## src/logic/shcc_pkg.sv

```systemverilog
`default_nettype none
package shcc_pkg;

    // ----------------------------------------------------------------
    // Register map (byte addresses on the register bus)
    // ----------------------------------------------------------------
    localparam logic [31:0] SHCC_CH0_ADDR = 32'h4ac0_0080;
    localparam logic [31:0] SHCC_CH1_ADDR = 32'h4a80_0080;
    localparam logic [31:0] SHCC_IRQ_STS_ADDR = 32'h4ac0_00a0;
    localparam logic [31:0] SHCC_IRQ_MASK_ADDR = 32'h4ac0_00a4;

    // Writable bits of the control word; levels and low nibble are read only
    localparam logic [31:0] SHCC_CFG_WR_MASK = 32'hff00_fff0;
    localparam logic [31:0] SHCC_CFG_RESET = 32'h0000_0000;
    localparam logic [3:0] SHCC_IRQ_RESET = 4'h0;

    // Interrupt layout: two bits per channel
    localparam int SHCC_NCH = 2;
    localparam int SHCC_IRQ_W = 4;
    localparam int SHCC_IRQ_INS = 0;
    localparam int SHCC_IRQ_REM = 1;

    // Filter clock exponent offset and debounce lengths in card clock periods
    localparam logic [4:0] SHCC_FLT_BASE = 5'h05;
    localparam logic [6:0] SHCC_DEB_LEN1 = 7'h04;
    localparam logic [6:0] SHCC_DEB_LEN2 = 7'h10;
    localparam logic [6:0] SHCC_DEB_LEN3 = 7'h40;

    // Bus answers
    localparam logic [1:0] SHCC_RESP_OKAY = 2'h0;
    localparam logic [1:0] SHCC_RESP_DECERR = 2'h3;

    // ----------------------------------------------------------------
    // Types
    // ----------------------------------------------------------------
    typedef struct packed {
        logic async_clear_en;
        logic conflict_mask;
        logic detect_line_invert;
        logic removal_condition_select;
        logic [3:0] filter_clock_divider_select;
        logic [7:0] data_line_levels;
        logic tx_feedback_clock_enable;
        logic rx_feedback_clock_enable;
        logic detect_source_select;
        logic output_power_sync_enable;
        logic tx_start_busy_check;
        logic [1:0] debounce_length;
        logic card_clock_hold_enable;
        logic read_wait_release_mode;
        logic buffer_port_read_disable;
        logic [1:0] base_clock_source;
        logic [3:0] reserved;
    } shcc_cfg_t;

    typedef enum logic [1:0] {
        SHCC_NO_CARD,
        SHCC_DEBOUNCE,
        SHCC_INSERTED
    } shcc_det_t;

    typedef enum logic [1:0] {
        SHCC_CLK_BUS,
        SHCC_CLK_DEDICATED,
        SHCC_CLK_EXTERNAL
    } shcc_clk_t;

endpackage
`default_nettype wire

```

## src/logic/shcc_top.sv

```systemverilog
// The AXI4-Lite interface to the registers is this design's own decision.
`timescale 1ns/100ps
`default_nettype none
module shcc_top (
    // Clock, reset, enable
    input wire logic i_clk,
    input wire logic i_rstn,
    input wire logic i_ce,
    // AXI4-Lite write channels
    input wire logic i_awvalid,
    input wire logic [31:0] i_awaddr,
    output logic o_awready,
    input wire logic i_wvalid,
    input wire logic [31:0] i_wdata,
    input wire logic [3:0] i_wstrb,
    output logic o_wready,
    output logic o_bvalid,
    output logic [1:0] o_bresp,
    input wire logic i_bready,
    // AXI4-Lite read channels
    input wire logic i_arvalid,
    input wire logic [31:0] i_araddr,
    output logic o_arready,
    output logic o_rvalid,
    output logic [31:0] o_rdata,
    output logic [1:0] o_rresp,
    input wire logic i_rready,
    // Card side pins, asynchronous
    input wire logic i_card_clk,
    input wire logic [1:0] i_card_detect_pin_n,
    input wire logic [1:0][7:0] i_data_line,
    // Core side, same clock
    input wire logic [1:0][1:0] i_err_conflict,
    input wire logic [1:0] i_cmd_oe,
    input wire logic [1:0][7:0] i_dat_oe,
    input wire logic [1:0] i_bus_power,
    input wire logic [1:0] i_tx_start_req,
    input wire logic [1:0] i_card_busy,
    // Outputs to the core
    output wire logic [1:0][1:0] o_err_conflict,
    output wire logic [1:0] o_cmd_oe,
    output wire logic [1:0][7:0] o_dat_oe,
    output wire logic [1:0] o_tx_start,
    output wire logic [1:0] o_card_inserted,
    output wire shcc_pkg::shcc_cfg_t [1:0] o_cfg,
    output wire shcc_pkg::shcc_clk_t [1:0] o_base_clk,
    output logic o_irq
);

    // ----------------------------------------------------------------
    // Reset and card clock sampling
    // ----------------------------------------------------------------

    logic rst_s1_q;
    logic rst_n_q;
    logic clk_s1_q;
    logic clk_s2_q;
    logic clk_s3_q;
    logic card_rise;

    // Reset release through two flops; assertion stays asynchronous
    always_ff @(posedge i_clk or negedge i_rstn) begin
        if (!i_rstn) begin
            rst_s1_q <= 1'b0;
            rst_n_q <= 1'b0;
        end else if (i_ce) begin
            rst_s1_q <= 1'b1;
            rst_n_q <= rst_s1_q;
        end
    end

    // Card clock is only a sampled level; 160 ns against 4 ns gives ample margin
    always_ff @(posedge i_clk or negedge rst_n_q) begin
        if (!rst_n_q) begin
            clk_s1_q <= 1'b0;
            clk_s2_q <= 1'b0;
            clk_s3_q <= 1'b0;
        end else if (i_ce) begin
            clk_s1_q <= i_card_clk;
            clk_s2_q <= clk_s1_q;
            clk_s3_q <= clk_s2_q;
        end
    end

    assign card_rise = clk_s2_q & ~clk_s3_q;

    // ----------------------------------------------------------------
    // AXI4-Lite slave
    // ----------------------------------------------------------------

    logic aw_have_q;
    logic w_have_q;
    logic [31:0] awaddr_q;
    logic [31:0] wdata_q;
    logic [3:0] wstrb_q;
    logic awready_q;
    logic wready_q;
    logic bvalid_q;
    logic [1:0] bresp_q;
    logic arready_q;
    logic rvalid_q;
    logic [31:0] rdata_q;
    logic [1:0] rresp_q;
    localparam int SHCC_NCH_L = shcc_pkg::SHCC_NCH;
    logic do_write;
    logic [SHCC_NCH_L-1:0] wr_ch;
    logic wr_sts;
    logic wr_mask;
    logic [31:0] wbits;
    logic [31:0] rd_d;
    logic rd_hit;
    logic [3:0] mask_q;
    logic [3:0] sts_all;
    shcc_pkg::shcc_cfg_t cfg_q [2];
    shcc_pkg::shcc_cfg_t rd_view [2];

    // Bit enables from byte strobes, so partial writes leave other lanes alone
    assign wbits = {{8{wstrb_q[3]}}, {8{wstrb_q[2]}}, {8{wstrb_q[1]}}, {8{wstrb_q[0]}}};
    assign do_write = aw_have_q & w_have_q & ~bvalid_q;
    assign wr_ch[0] = do_write & (awaddr_q == shcc_pkg::SHCC_CH0_ADDR);
    assign wr_ch[1] = do_write & (awaddr_q == shcc_pkg::SHCC_CH1_ADDR);
    assign wr_sts = do_write & (awaddr_q == shcc_pkg::SHCC_IRQ_STS_ADDR);
    assign wr_mask = do_write & (awaddr_q == shcc_pkg::SHCC_IRQ_MASK_ADDR);

    // Address and data are taken in either order; one write in flight
    always_ff @(posedge i_clk or negedge rst_n_q) begin
        if (!rst_n_q) begin
            aw_have_q <= 1'b0;
            w_have_q <= 1'b0;
            awaddr_q <= 32'h0000_0000;
            wdata_q <= 32'h0000_0000;
            wstrb_q <= 4'h0;
            awready_q <= 1'b1;
            wready_q <= 1'b1;
            bvalid_q <= 1'b0;
            bresp_q <= shcc_pkg::SHCC_RESP_OKAY;
        end else if (i_ce) begin
            if (awready_q && i_awvalid) begin
                aw_have_q <= 1'b1;
                awaddr_q <= i_awaddr;
                awready_q <= 1'b0;
            end
            if (wready_q && i_wvalid) begin
                w_have_q <= 1'b1;
                wdata_q <= i_wdata;
                wstrb_q <= i_wstrb;
                wready_q <= 1'b0;
            end
            if (do_write) begin
                aw_have_q <= 1'b0;
                w_have_q <= 1'b0;
                bvalid_q <= 1'b1;
                bresp_q <= (|wr_ch || wr_sts || wr_mask) ? shcc_pkg::SHCC_RESP_OKAY
                                                        : shcc_pkg::SHCC_RESP_DECERR;
            end
            if (bvalid_q && i_bready) begin
                bvalid_q <= 1'b0;
                awready_q <= 1'b1;
                wready_q <= 1'b1;
            end
        end
    end

    // Read data selection; unmapped reads return zero with a decode error
    always_comb begin
        rd_d = 32'h0000_0000;
        rd_hit = 1'b1;
        unique case (i_araddr)
            shcc_pkg::SHCC_CH0_ADDR: rd_d = rd_view[0];
            shcc_pkg::SHCC_CH1_ADDR: rd_d = rd_view[1];
            shcc_pkg::SHCC_IRQ_STS_ADDR: rd_d = {28'h000_0000, sts_all};
            shcc_pkg::SHCC_IRQ_MASK_ADDR: rd_d = {28'h000_0000, mask_q};
            default: rd_hit = 1'b0;
        endcase
    end

    // Read channel: data is sampled when the address is taken
    always_ff @(posedge i_clk or negedge rst_n_q) begin
        if (!rst_n_q) begin
            arready_q <= 1'b1;
            rvalid_q <= 1'b0;
            rdata_q <= 32'h0000_0000;
            rresp_q <= shcc_pkg::SHCC_RESP_OKAY;
        end else if (i_ce) begin
            if (arready_q && i_arvalid) begin
                arready_q <= 1'b0;
                rvalid_q <= 1'b1;
                rdata_q <= rd_d;
                rresp_q <= rd_hit ? shcc_pkg::SHCC_RESP_OKAY : shcc_pkg::SHCC_RESP_DECERR;
            end
            if (rvalid_q && i_rready) begin
                rvalid_q <= 1'b0;
                arready_q <= 1'b1;
            end
        end
    end

    assign o_awready = awready_q;
    assign o_wready = wready_q;
    assign o_bvalid = bvalid_q;
    assign o_bresp = bresp_q;
    assign o_arready = arready_q;
    assign o_rvalid = rvalid_q;
    assign o_rdata = rdata_q;
    assign o_rresp = rresp_q;

    // ----------------------------------------------------------------
    // Interrupt mask and output
    // ----------------------------------------------------------------

    // Mask register, same layout as the status register
    always_ff @(posedge i_clk or negedge rst_n_q) begin
        if (!rst_n_q) begin
            mask_q <= shcc_pkg::SHCC_IRQ_RESET;
        end else if (i_ce && wr_mask && wstrb_q[0]) begin
            mask_q <= wdata_q[3:0];
        end
    end

    // Level output lags the status bits by one cycle
    always_ff @(posedge i_clk or negedge rst_n_q) begin
        if (!rst_n_q) begin
            o_irq <= 1'b0;
        end else if (i_ce) begin
            o_irq <= |(sts_all & mask_q);
        end
    end

    // ----------------------------------------------------------------
    // Per channel logic
    // ----------------------------------------------------------------

    for (genvar g = 0; g < SHCC_NCH_L; g++) begin : g_ch
        logic pin_s1_q;
        logic pin_s2_q;
        logic [7:0] dat_s1_q;
        logic [7:0] dat_s2_q;
        logic det_raw;
        logic [19:0] flt_cnt_q;
        logic [19:0] flt_lim;
        logic flt_tick;
        logic flt_lvl_q;
        logic deb_lvl_q;
        logic [6:0] deb_cnt_q;
        logic [6:0] deb_len;
        logic settle;
        logic ins_ev;
        logic rem_ev;
        logic [1:0] sts_q;
        logic [1:0] sts_clr;
        logic [1:0] err_q;
        logic cmd_oe_q;
        logic [7:0] dat_oe_q;
        logic tx_start_q;
        logic ins_q;
        shcc_pkg::shcc_det_t det_q;
        shcc_pkg::shcc_det_t det_d;
        shcc_pkg::shcc_clk_t base_q;

        // Pins cross into the bus clock through two flops
        always_ff @(posedge i_clk or negedge rst_n_q) begin
            if (!rst_n_q) begin
                pin_s1_q <= 1'b1;
                pin_s2_q <= 1'b1;
                dat_s1_q <= 8'h00;
                dat_s2_q <= 8'h00;
            end else if (i_ce) begin
                pin_s1_q <= i_card_detect_pin_n[g];
                pin_s2_q <= pin_s1_q;
                dat_s1_q <= i_data_line[g];
                dat_s2_q <= dat_s1_q;
            end
        end

        always_ff @(posedge i_clk or negedge rst_n_q) begin
            if (!rst_n_q) begin
                cfg_q[g] <= shcc_pkg::SHCC_CFG_RESET;
            end else if (i_ce && wr_ch[g]) begin
                cfg_q[g] <= (cfg_q[g] & ~(wbits & shcc_pkg::SHCC_CFG_WR_MASK))
                            | (wdata_q & wbits & shcc_pkg::SHCC_CFG_WR_MASK);
            end
        end

        always_comb begin
            rd_view[g] = cfg_q[g];
            rd_view[g].data_line_levels = dat_s2_q;
        end

        // pin or data line 3; optional inversion of data line 3
        assign det_raw = cfg_q[g].detect_source_select ? (dat_s2_q[3] ^ cfg_q[g].detect_line_invert)
                                                       : ~pin_s2_q;

        // divider limit; exponent 20 wraps to all ones, which is still right
        assign flt_lim = (20'h0_0001 << (5'(cfg_q[g].filter_clock_divider_select) + shcc_pkg::SHCC_FLT_BASE))
                         - 20'h0_0001;
        assign flt_tick = card_rise && (flt_cnt_q == flt_lim);

        // filter clock samples the detect level
        always_ff @(posedge i_clk or negedge rst_n_q) begin
            if (!rst_n_q) begin
                flt_cnt_q <= 20'h0_0000;
                flt_lvl_q <= 1'b0;
            end else if (i_ce && card_rise) begin
                flt_cnt_q <= flt_tick ? 20'h0_0000 : flt_cnt_q + 20'h0_0001;
                if (flt_tick) begin
                    flt_lvl_q <= det_raw;
                end
            end
        end

        always_comb begin
            unique case (cfg_q[g].debounce_length)
                2'h0: deb_len = 7'h00;
                2'h1: deb_len = shcc_pkg::SHCC_DEB_LEN1;
                2'h2: deb_len = shcc_pkg::SHCC_DEB_LEN2;
                2'h3: deb_len = shcc_pkg::SHCC_DEB_LEN3;
            endcase
        end

        // settle after the level has held for the set length
        assign settle = (flt_lvl_q == deb_lvl_q) && (deb_cnt_q >= deb_len);

        // Detect state machine and its events
        always_comb begin
            det_d = det_q;
            ins_ev = 1'b0;
            rem_ev = 1'b0;
            unique case (det_q)
                shcc_pkg::SHCC_NO_CARD: begin
                    if (flt_lvl_q) begin
                        det_d = shcc_pkg::SHCC_DEBOUNCE;
                    end
                end
                shcc_pkg::SHCC_DEBOUNCE: begin
                    if (settle) begin
                        det_d = deb_lvl_q ? shcc_pkg::SHCC_INSERTED : shcc_pkg::SHCC_NO_CARD;
                        ins_ev = deb_lvl_q;
                        // removal reported on entering no card when removal_condition_select is set
                        rem_ev = ~deb_lvl_q & cfg_q[g].removal_condition_select;
                    end
                end
                shcc_pkg::SHCC_INSERTED: begin
                    if (!flt_lvl_q) begin
                        det_d = shcc_pkg::SHCC_DEBOUNCE;
                        rem_ev = ~cfg_q[g].removal_condition_select;
                    end
                end
                default: det_d = shcc_pkg::SHCC_NO_CARD;
            endcase
        end

        // debounce counter restarts on any level change
        always_ff @(posedge i_clk or negedge rst_n_q) begin
            if (!rst_n_q) begin
                det_q <= shcc_pkg::SHCC_NO_CARD;
                deb_lvl_q <= 1'b0;
                deb_cnt_q <= 7'h00;
                ins_q <= 1'b0;
            end else if (i_ce) begin
                det_q <= det_d;
                ins_q <= (det_d == shcc_pkg::SHCC_INSERTED);
                if (det_q != shcc_pkg::SHCC_DEBOUNCE || flt_lvl_q != deb_lvl_q) begin
                    deb_lvl_q <= flt_lvl_q;
                    deb_cnt_q <= 7'h00;
                end else if (card_rise && deb_cnt_q < deb_len) begin
                    deb_cnt_q <= deb_cnt_q + 7'h01;
                end
            end
        end

        // Sticky status, write one to clear; a new event wins over the clear
        assign sts_clr = (wr_sts && wstrb_q[0]) ? wdata_q[2*g +: 2] : 2'h0;
        always_ff @(posedge i_clk or negedge rst_n_q) begin
            if (!rst_n_q) begin
                sts_q <= 2'h0;
            end else if (i_ce) begin
                sts_q <= (sts_q & ~sts_clr) | {rem_ev, ins_ev};
            end
        end
        assign sts_all[2*g +: 2] = sts_q;

        // Core side gating, registered so every output leaves a flop
        always_ff @(posedge i_clk or negedge rst_n_q) begin
            if (!rst_n_q) begin
                err_q <= 2'h0;
                cmd_oe_q <= 1'b0;
                dat_oe_q <= 8'h00;
                tx_start_q <= 1'b0;
            end else if (i_ce) begin
                err_q <= cfg_q[g].conflict_mask ? 2'h0 : i_err_conflict[g];
                cmd_oe_q <= i_cmd_oe[g] & (~cfg_q[g].output_power_sync_enable | i_bus_power[g]);
                dat_oe_q <= i_dat_oe[g] & {8{~cfg_q[g].output_power_sync_enable | i_bus_power[g]}};
                tx_start_q <= i_tx_start_req[g] & ~(cfg_q[g].tx_start_busy_check & i_card_busy[g]);
            end
        end

        always_ff @(posedge i_clk or negedge rst_n_q) begin
            if (!rst_n_q) begin
                base_q <= shcc_pkg::SHCC_CLK_BUS;
            end else if (i_ce) begin
                unique case (cfg_q[g].base_clock_source)
                    2'h2: base_q <= shcc_pkg::SHCC_CLK_DEDICATED;
                    2'h3: base_q <= shcc_pkg::SHCC_CLK_EXTERNAL;
                    default: base_q <= shcc_pkg::SHCC_CLK_BUS;
                endcase
            end
        end

        // async clear; feedback clocks; clock hold
        // Read Wait mode; buffer port read block; the core acts on these
        assign o_cfg[g] = cfg_q[g];
        assign o_err_conflict[g] = err_q;
        assign o_cmd_oe[g] = cmd_oe_q;
        assign o_dat_oe[g] = dat_oe_q;
        assign o_tx_start[g] = tx_start_q;
        assign o_card_inserted[g] = ins_q;
        assign o_base_clk[g] = base_q;
    end

endmodule
`default_nettype wire

```

## config.mk

```make
export PLATFORM = sky130hd
export DESIGN_NAME = shcc_top
export DESIGN_NICKNAME = d
export VERILOG_FILES = /design/src/logic/shcc_pkg.sv /design/src/logic/shcc_top.sv
export SDC_FILE = /design/constraint.sdc
export NUM_CORES = 1
export LEC_CHECK = 0
export BUFFER_PORTS_ARGS = -buffer_cell sky130_fd_sc_hd__buf_2
export CORE_AREA = 4 4 179 181
export DETAILED_ROUTE_END_ITERATION = 10
export DIE_AREA = 0 0 183 185
export GPL_TIMING_DRIVEN = 0
export PLACE_DENSITY = 0.67
export SYNTH_ARGS = -nofsm -noshare
export SYNTH_HDL_FRONTEND = slang
export SYNTH_SLANG_ARGS = --single-unit
```

## constraint.sdc

```tcl
create_clock -name i_clk -period 27.3 [get_ports i_clk]
set_clock_uncertainty 0.15 [all_clocks]
set_input_delay 5.46 -clock i_clk [delete_from_list [all_inputs] [get_ports i_clk]]
set_output_delay 5.46 -clock i_clk [all_outputs]
set_load 0.01 [all_outputs]
```

==> impl_metrics.json, run 1 <==
{
  "status": "finished clean",
  "min_period_over_period_pct": 28.0,
  "grt_max_degree": 71,
  "slew_headroom_pct": 36.7,
  "mostFrequentLayoutCells": "dfrtp_1 (274), buf_2 (265), mux2_2 (151), nand2_1 (98), nor2_1 (86)",
  "nets": 1754,
  "ctsResizeCount": 0,
  "ys_types": 77,
  "synth_seq_cells": 282,
  "clockBufferDepth": 3,
  "wire_per_inst_um": 18.6,
  "post-route-min-period_ps": 7650,
  "drt_iter0_drc": 686,
  "rows": 64,
  "stdcell_count": 1998,
  "gp_congestion": 0.915,
  "worstSetupPathType": "in2reg",
  "hold_violations": 0,
  "route.detailed.drc": 0,
  "globalRouteMet1Util_pct": 28.2,
  "met2_usage_pct": 36.1,
  "clk_pin_slew_worst_paths_ps": 60,
  "pwr_density_cell_nw_per_um2": 66.5,
  "crit_path_end_kind": "register",
  "grt_use_total_pct": 21.6,
  "setup_viol": 0,
  "post-place-ws_ps": 19100,
  "max_freq_mhz": 131,
  "worst_pin_slew_ps": 950,
  "slowest_stage": "nand3_1",
  "yosys_most_used_dff": "dfrtp_1",
  "maxCapViolations": 0,
  "syn_to_final_growth_pct": 21.9,
  "cp-start-kind": "input pin",
  "max_stage_delay_ps": 490,
  "required_ps": 27600,
  "worst_slack_ps": 19650,
  "avgSynthCellArea_um2": 11.0,
  "critPathArrivalTime_ps": 7950,
  "via_per_inst": 5.36,
  "postRouteAntennaNets": 0,
  "finalWirelength_mm": 37.2,
  "grt_pass1_wl_mm": 58.8,
  "firstDrtPassIters": 5,
  "fp.dieH_um": 185,
  "clk_latency_ps": 550,
  "dpl.hpwl_mm": 27.9,
  "synthArstFlopShare_pct": 100,
  "syn_inst": 1259,
  "numCtsBuffers": 30,
  "cts_root_buf": "clkbuf_16",
  "max-vdd-ir-drop_v": 0.0000503,
  "grt_pass1_vias": 10726,
  "grtUsageMet3_pct": 5.42,
  "htree_levels": 1,
  "cts_sinks": 282,
  "antenna_found_initial": 8,
  "crit_family": "simple AND/OR/NAND/NOR gates",
  "grt-busiest-layer": "met2",
  "routed-via-count": 10709,
  "drive_gt1_share_pct": 33.0,
  "numPortBuffers": 256,
  "ys.warnings.count": 0,
  "synth_area_um2": 13800,
  "coreArea_um2": 30400,
  "mostFrequentLayoutCell": "dfrtp_1",
  "worstPathMaxFanout": 10,
  "io_pins": 291,
  "die-width_um": 183,
  "dieArea_um2": 33900,
  "crit_buf_inv": 3,
  "seq_area_frac_synth_pct": 51.1,
  "start_util_pct": 45.4,
  "fillers": 2699,
  "cp_common_cell": "clkbuf_1",
  "min_path_type": "reg2async",
  "holdBufCountCts": 0,
  "synth_edf_count": 0,
  "tns_ps": 0,
  "postCtsSetupBuffers": 0,
  "leakage_nw": 7.95,
  "dp_cells": 1941,
  "overflow": 0,
  "tritoncts": "yes",
  "rsz0062_at_grt": "no",
  "drv_slew": 0,
  "crit_chain": "buf_2 -> clkbuf_1 -> nand3_1 -> nor3_1 -> nand2_1 -> clkbuf_1 -> o21ai_0"
}
-- final timing paths --
check,startpoint,endpoint,slack (ps),depth (start not counted)
max in group asynchronous,i_rstn,rst_n_q,22350,1
min reg2reg,rst_n_q,g_ch[1].dat_s2_q[5],200,0
min in group i_clk,o_wready,o_wready,320,2
min,rst_n_q,g_ch[1].dat_s2_q[5],200,0
max reg2reg,register,g_ch[1].flt_cnt_q[10],24150,9
max,i_ce,o_rdata[25],19650,7
-- Yosys cell counts (all sizes together), types with 3 or more instances --
master	count	area share, %
a211o	3	0.19
a211oi	3	0.16
a21boi	4	0.22
a21o	4	0.22
a21oi	25	0.90
a22o	27	1.7
a22oi	6	0.33
a31o	3	0.19
a31oi	6	0.27
a32o	3	0.22
and3	8	0.36
and4	3	0.19
buf	44	2.2
clkbuf	54	1.5
dfrtp	275	50
dfstp	7	1.3
ha	22	2.0
inv	40	1.1
mux2	152	12
mux2i	34	2.5
nand2	100	2.8
nand2b	9	0.41
nand3	48	1.8
nand3b	9	0.49
nand4	14	0.63
nand4b	3	0.19
nor2	86	2.3
nor2b	12	0.54
nor3	24	1.0
nor3b	5	0.27
nor4	17	0.92
nor4b	8	0.51
o211a	3	0.22
o211ai	5	0.27
o21a	3	0.16
o21ai	73	2.6
o2bb2ai	4	0.25
or2	6	0.27
or3	8	0.36
or4	4	0.27
xnor2	30	1.9
xor2	26	1.6
-- final cells by class --
cell class	count	area [um2]	area share, %
Buffer	98	503	2.98
Timing Repair Buffer	260	1390	8.26
Clock inverter	6	130	0.772
Multi-Input combinational cell	865	6210	36.8
Antenna cell	4	10.0	0.0594
Inverter	40	150	0.891
Tap cell	396	495	2.94
Clock buffer	47	896	5.32
Sequential cell	282	7070	41.9
-- worst register-to-register path, stage by stage, from the launching register on --
cell and delay, ps:
dfrtp_1 380, clkbuf_1 390, buf_2 310, nand2_1 120, o32a_1 360, nor2_1 200
nand3_1 120, nor4_2 490, clkbuf_1 390, nor2_1 100
-- stage by stage --
step / cell area (um2) / utilization [%] / hold slack (ps) / total power (W)
after global placement: 15700 / 51.6 / 296 / 0.000697
after global routing: 16900 / 55.4 / 275 / 0.00118
final: 16900 / 55.4 / 202 / 0.00112
after CTS: 16800 / 55.3 / 235 / 0.00113
after floorplan: 13900 / - / 281 / 0.000649
after detailed placement: 15800 / 52.0 / 226 / 0.000706
-- power breakdown --
part | total (W) | switching (W) | internal, W
sequential | 0.000540 | 0.0000509 | 0.000489
clock | 0.000422 | 0.000162 | 0.000260
combinational | 0.000160 | 0.0000722 | 0.0000874
-- routing by layer --
layer / vias to the layer above / wire [um]
li1: 5060 / -
met2: 330 / 17700
met1: 5238 / 15700
met5: - / 46
met3: 73 / 2650
met4: 8 / 1060
-- kinds of logic (layout without fill, tap and decap cells) --
logic type / Yosys count / count (layout) / share of synthesized area, %
other: 2 / 32 / 0.0543
AND/OR/NAND/NOR: 373 / 373 / 14.0
XOR/XNOR: 56 / 56 / 3.55
AO/OA/AOI/OAI: 198 / 198 / 9.65
buffers and inverters: 138 / 451 / 4.72
adder cells (fa/ha/maj): 24 / 24 / 2.14
flip-flops: 282 / 282 / 51.1
multiplexers: 186 / 186 / 14.8
No activity file was read; power rests on OpenSTA's default activity.
==> inputs of run 2 (changes only) <==
Clock period 27.3 ns to 7.5 ns, I/O delays scaled along.
==> run 2 against run 1 <==
  * Worst hold slack gained 7.6 ps
  * Sequential power increased to 3.6 times the previous value
  * Design area grew 0.79%
  * Register-to-register slack lost 20000 ps
  * Core utilization grew 0.44 points
  * First-iteration DRC count up 18%
  * Largest power group unchanged
  * Wire length grew 0.24%
  * Largest cell class unchanged
  * Sequential share of layout area fell by 0.33 points
  * Highest routed layer unchanged
==> impl_metrics.json, run 2 (synthesized netlist as in run 1, its figures left out) <==
{
  "coreArea_um2": 30400,
  "register_area_um2": 7070,
  "holdBufCountCts": 0,
  "pwr_density_cell_nw_per_um2": 250,
  "wire_per_inst_um": 18.6,
  "via_per_inst": 5.36,
  "antenna_found_initial": 5,
  "dieArea_um2": 33900,
  "nets": 1755,
  "dp_cells": 1941,
  "routed-via-count": 10729,
  "route.detailed.drc": 0,
  "worst_r2r_endpoint": "g_ch[0].flt_lvl_q",
  "syn_to_final_growth_pct": 22.8,
  "hold_violations": 0,
  "wl_met2_mm": 18.1,
  "worstPathMaxFanout": 10,
  "clk_pin_slew_worst_paths_ps": 60,
  "postRouteAntennaNets": 0,
  "grt_use_total_pct": 21.5,
  "numPortBuffers": 256,
  "crit_path_end_kind": "register",
  "slew_headroom_pct": 33.5,
  "route.top_layer_used": "met5",
  "mostFrequentLayoutCell": "dfrtp_1",
  "grt_max_degree": 72,
  "cp_common_cell": "clkbuf_1",
  "grt_pass1_wl_mm": 58.2,
  "wl_met3_mm": 2.86,
  "drt_iter0_drc": 811,
  "finalWirelength_mm": 37.3,
  "leakage_nw": 8.02,
  "start_util_pct": 45.4,
  "rows": 64,
  "slowest_stage": "nand3_1",
  "cp-start-kind": "input pin",
  "ctsResizeCount": 0,
  "required_ps": 7830,
  "min_period_over_period_pct": 48.1,
  "multi_input_area_um2": 6210,
  "worstSetupPathType": "in2reg",
  "drt-met1-wl_mm": 15.2,
  "drv_slew": 0,
  "stdcell_count": 2000,
  "cts_sinks": 282,
  "mostFrequentLayoutCells": "dfrtp_1 (274), buf_2 (265), mux2_2 (151), nand2_1 (98), nor2_1 (86)",
  "max_stage_delay_ps": 500,
  "crit_family": "simple AND/OR/NAND/NOR gates",
  "r2r_slack_ps": 4350,
  "tritoncts": "yes",
  "crit_chain": "buf_2 -> clkbuf_1 -> nand3_1 -> nor3_1 -> nand2_1 -> clkbuf_1 -> o21ai_0",
  "fillers": 2688,
  "ff2ff_path_depth": 7,
  "grt_pass1_vias": 10776,
  "tns_ps": 0,
  "post-route-util_pct": 55.8,
  "postCtsSetupBuffers": 0,
  "numCtsBuffers": 31,
  "clockBufferDepth": 3,
  "cts_root_buf": "clkbuf_16",
  "io_pins": 291,
  "dpl.hpwl_mm": 27.8,
  "overflow": 0,
  "worst_pin_slew_ps": 998,
  "design_power_total_w": 0.00425,
  "die-width_um": 183,
  "drive_gt1_share_pct": 33.6,
  "htree_levels": 1,
  "setup_viol": 0,
  "timing.hold.ws_ps": 210,
  "gp_congestion": 0.909,
  "fp.dieH_um": 185,
  "critPathLaunch": "i_ce",
  "maxCapViolations": 0,
  "rsz0062_at_grt": "no",
  "crit_buf_inv": 3,
  "firstDrtPassIters": 5,
  "max_freq_mhz": 277,
  "post-route-min-period_ps": 3610,
  "min_path_type": "reg2async",
  "status": "finished clean",
  "clk_latency_ps": 570,
  "max-vdd-ir-drop_v": 0.000230,
  "critPathArrivalTime_ps": 3930
}
run 2: cell count changes in the layout (fill, tap and decap cells not counted):
cell | previous run | this run
clkbuf_1 | 64 | 58
clkbuf_8 | 6 | 11
clkinvlp_4 | 0 | 3
diode_2 | 4 | 1
bufinv_16 | 4 | 6
buf_12 | 0 | 1
buf_16 | 4 | 3
inv_16 | 0 | 1
run 2: final cells by class:
class | instances | area share (%)
multi-input cells | 865 | 36.5
clock buffers | 46 | 5.55
inverters | 40 | 0.884
well taps | 396 | 2.92
diodes | 1 | 0.0147
clock inverters | 12 | 1.37
repair buffers | 260 | 8.15
plain buffers | 98 | 2.96
flip-flops and latches | 282 | 41.6
run 2: layer usage:
layer / GRT usage [%] / up-vias
met5: 0 / -
met1: 27.5 / 5235
met4: 5.39 / 8
met2: 36.7 / 343
met3: 5.66 / 82
li1: - / 5061
run 2: through the flow:
step	cell area [um2]	setup slack [ps]
after floorplan	13900	2730
after global placement	15700	946
after detailed placement	15800	3270
after CTS	17000	3920
after global routing	17000	3630
final	17000	3890
run 2: worst max path at each step:
stage	end	slack [ps]	depth (start not counted)
floorplan	async pin	2730	0
global placement	g_ch[1].dat_oe_q[4]	950	0
detailed placement	o_rdata[22]	3270	7
CTS	o_rdata[22]	3920	7
global route	o_rdata[28]	3630	7
finish	o_rdata[22]	3890	7
run 2: worst register-to-register path, delay by kind of cell, from the launching register on:
| kind | cells | cell delay (ps) |
|---|---|---|
| simple gates | 3 | 1140 |
| compound gates | 2 | 510 |
| flops | 1 | 500 |
| buf+inv | 1 | 380 |
| mux | 1 | 360 |
run 2: power by group:
group,internal (W),leakage (nW),switching (W)
clock,0.00107,0.569,0.000633
combinational,0.000319,3.96,0.000265
sequential,0.00178,3.49,0.000180
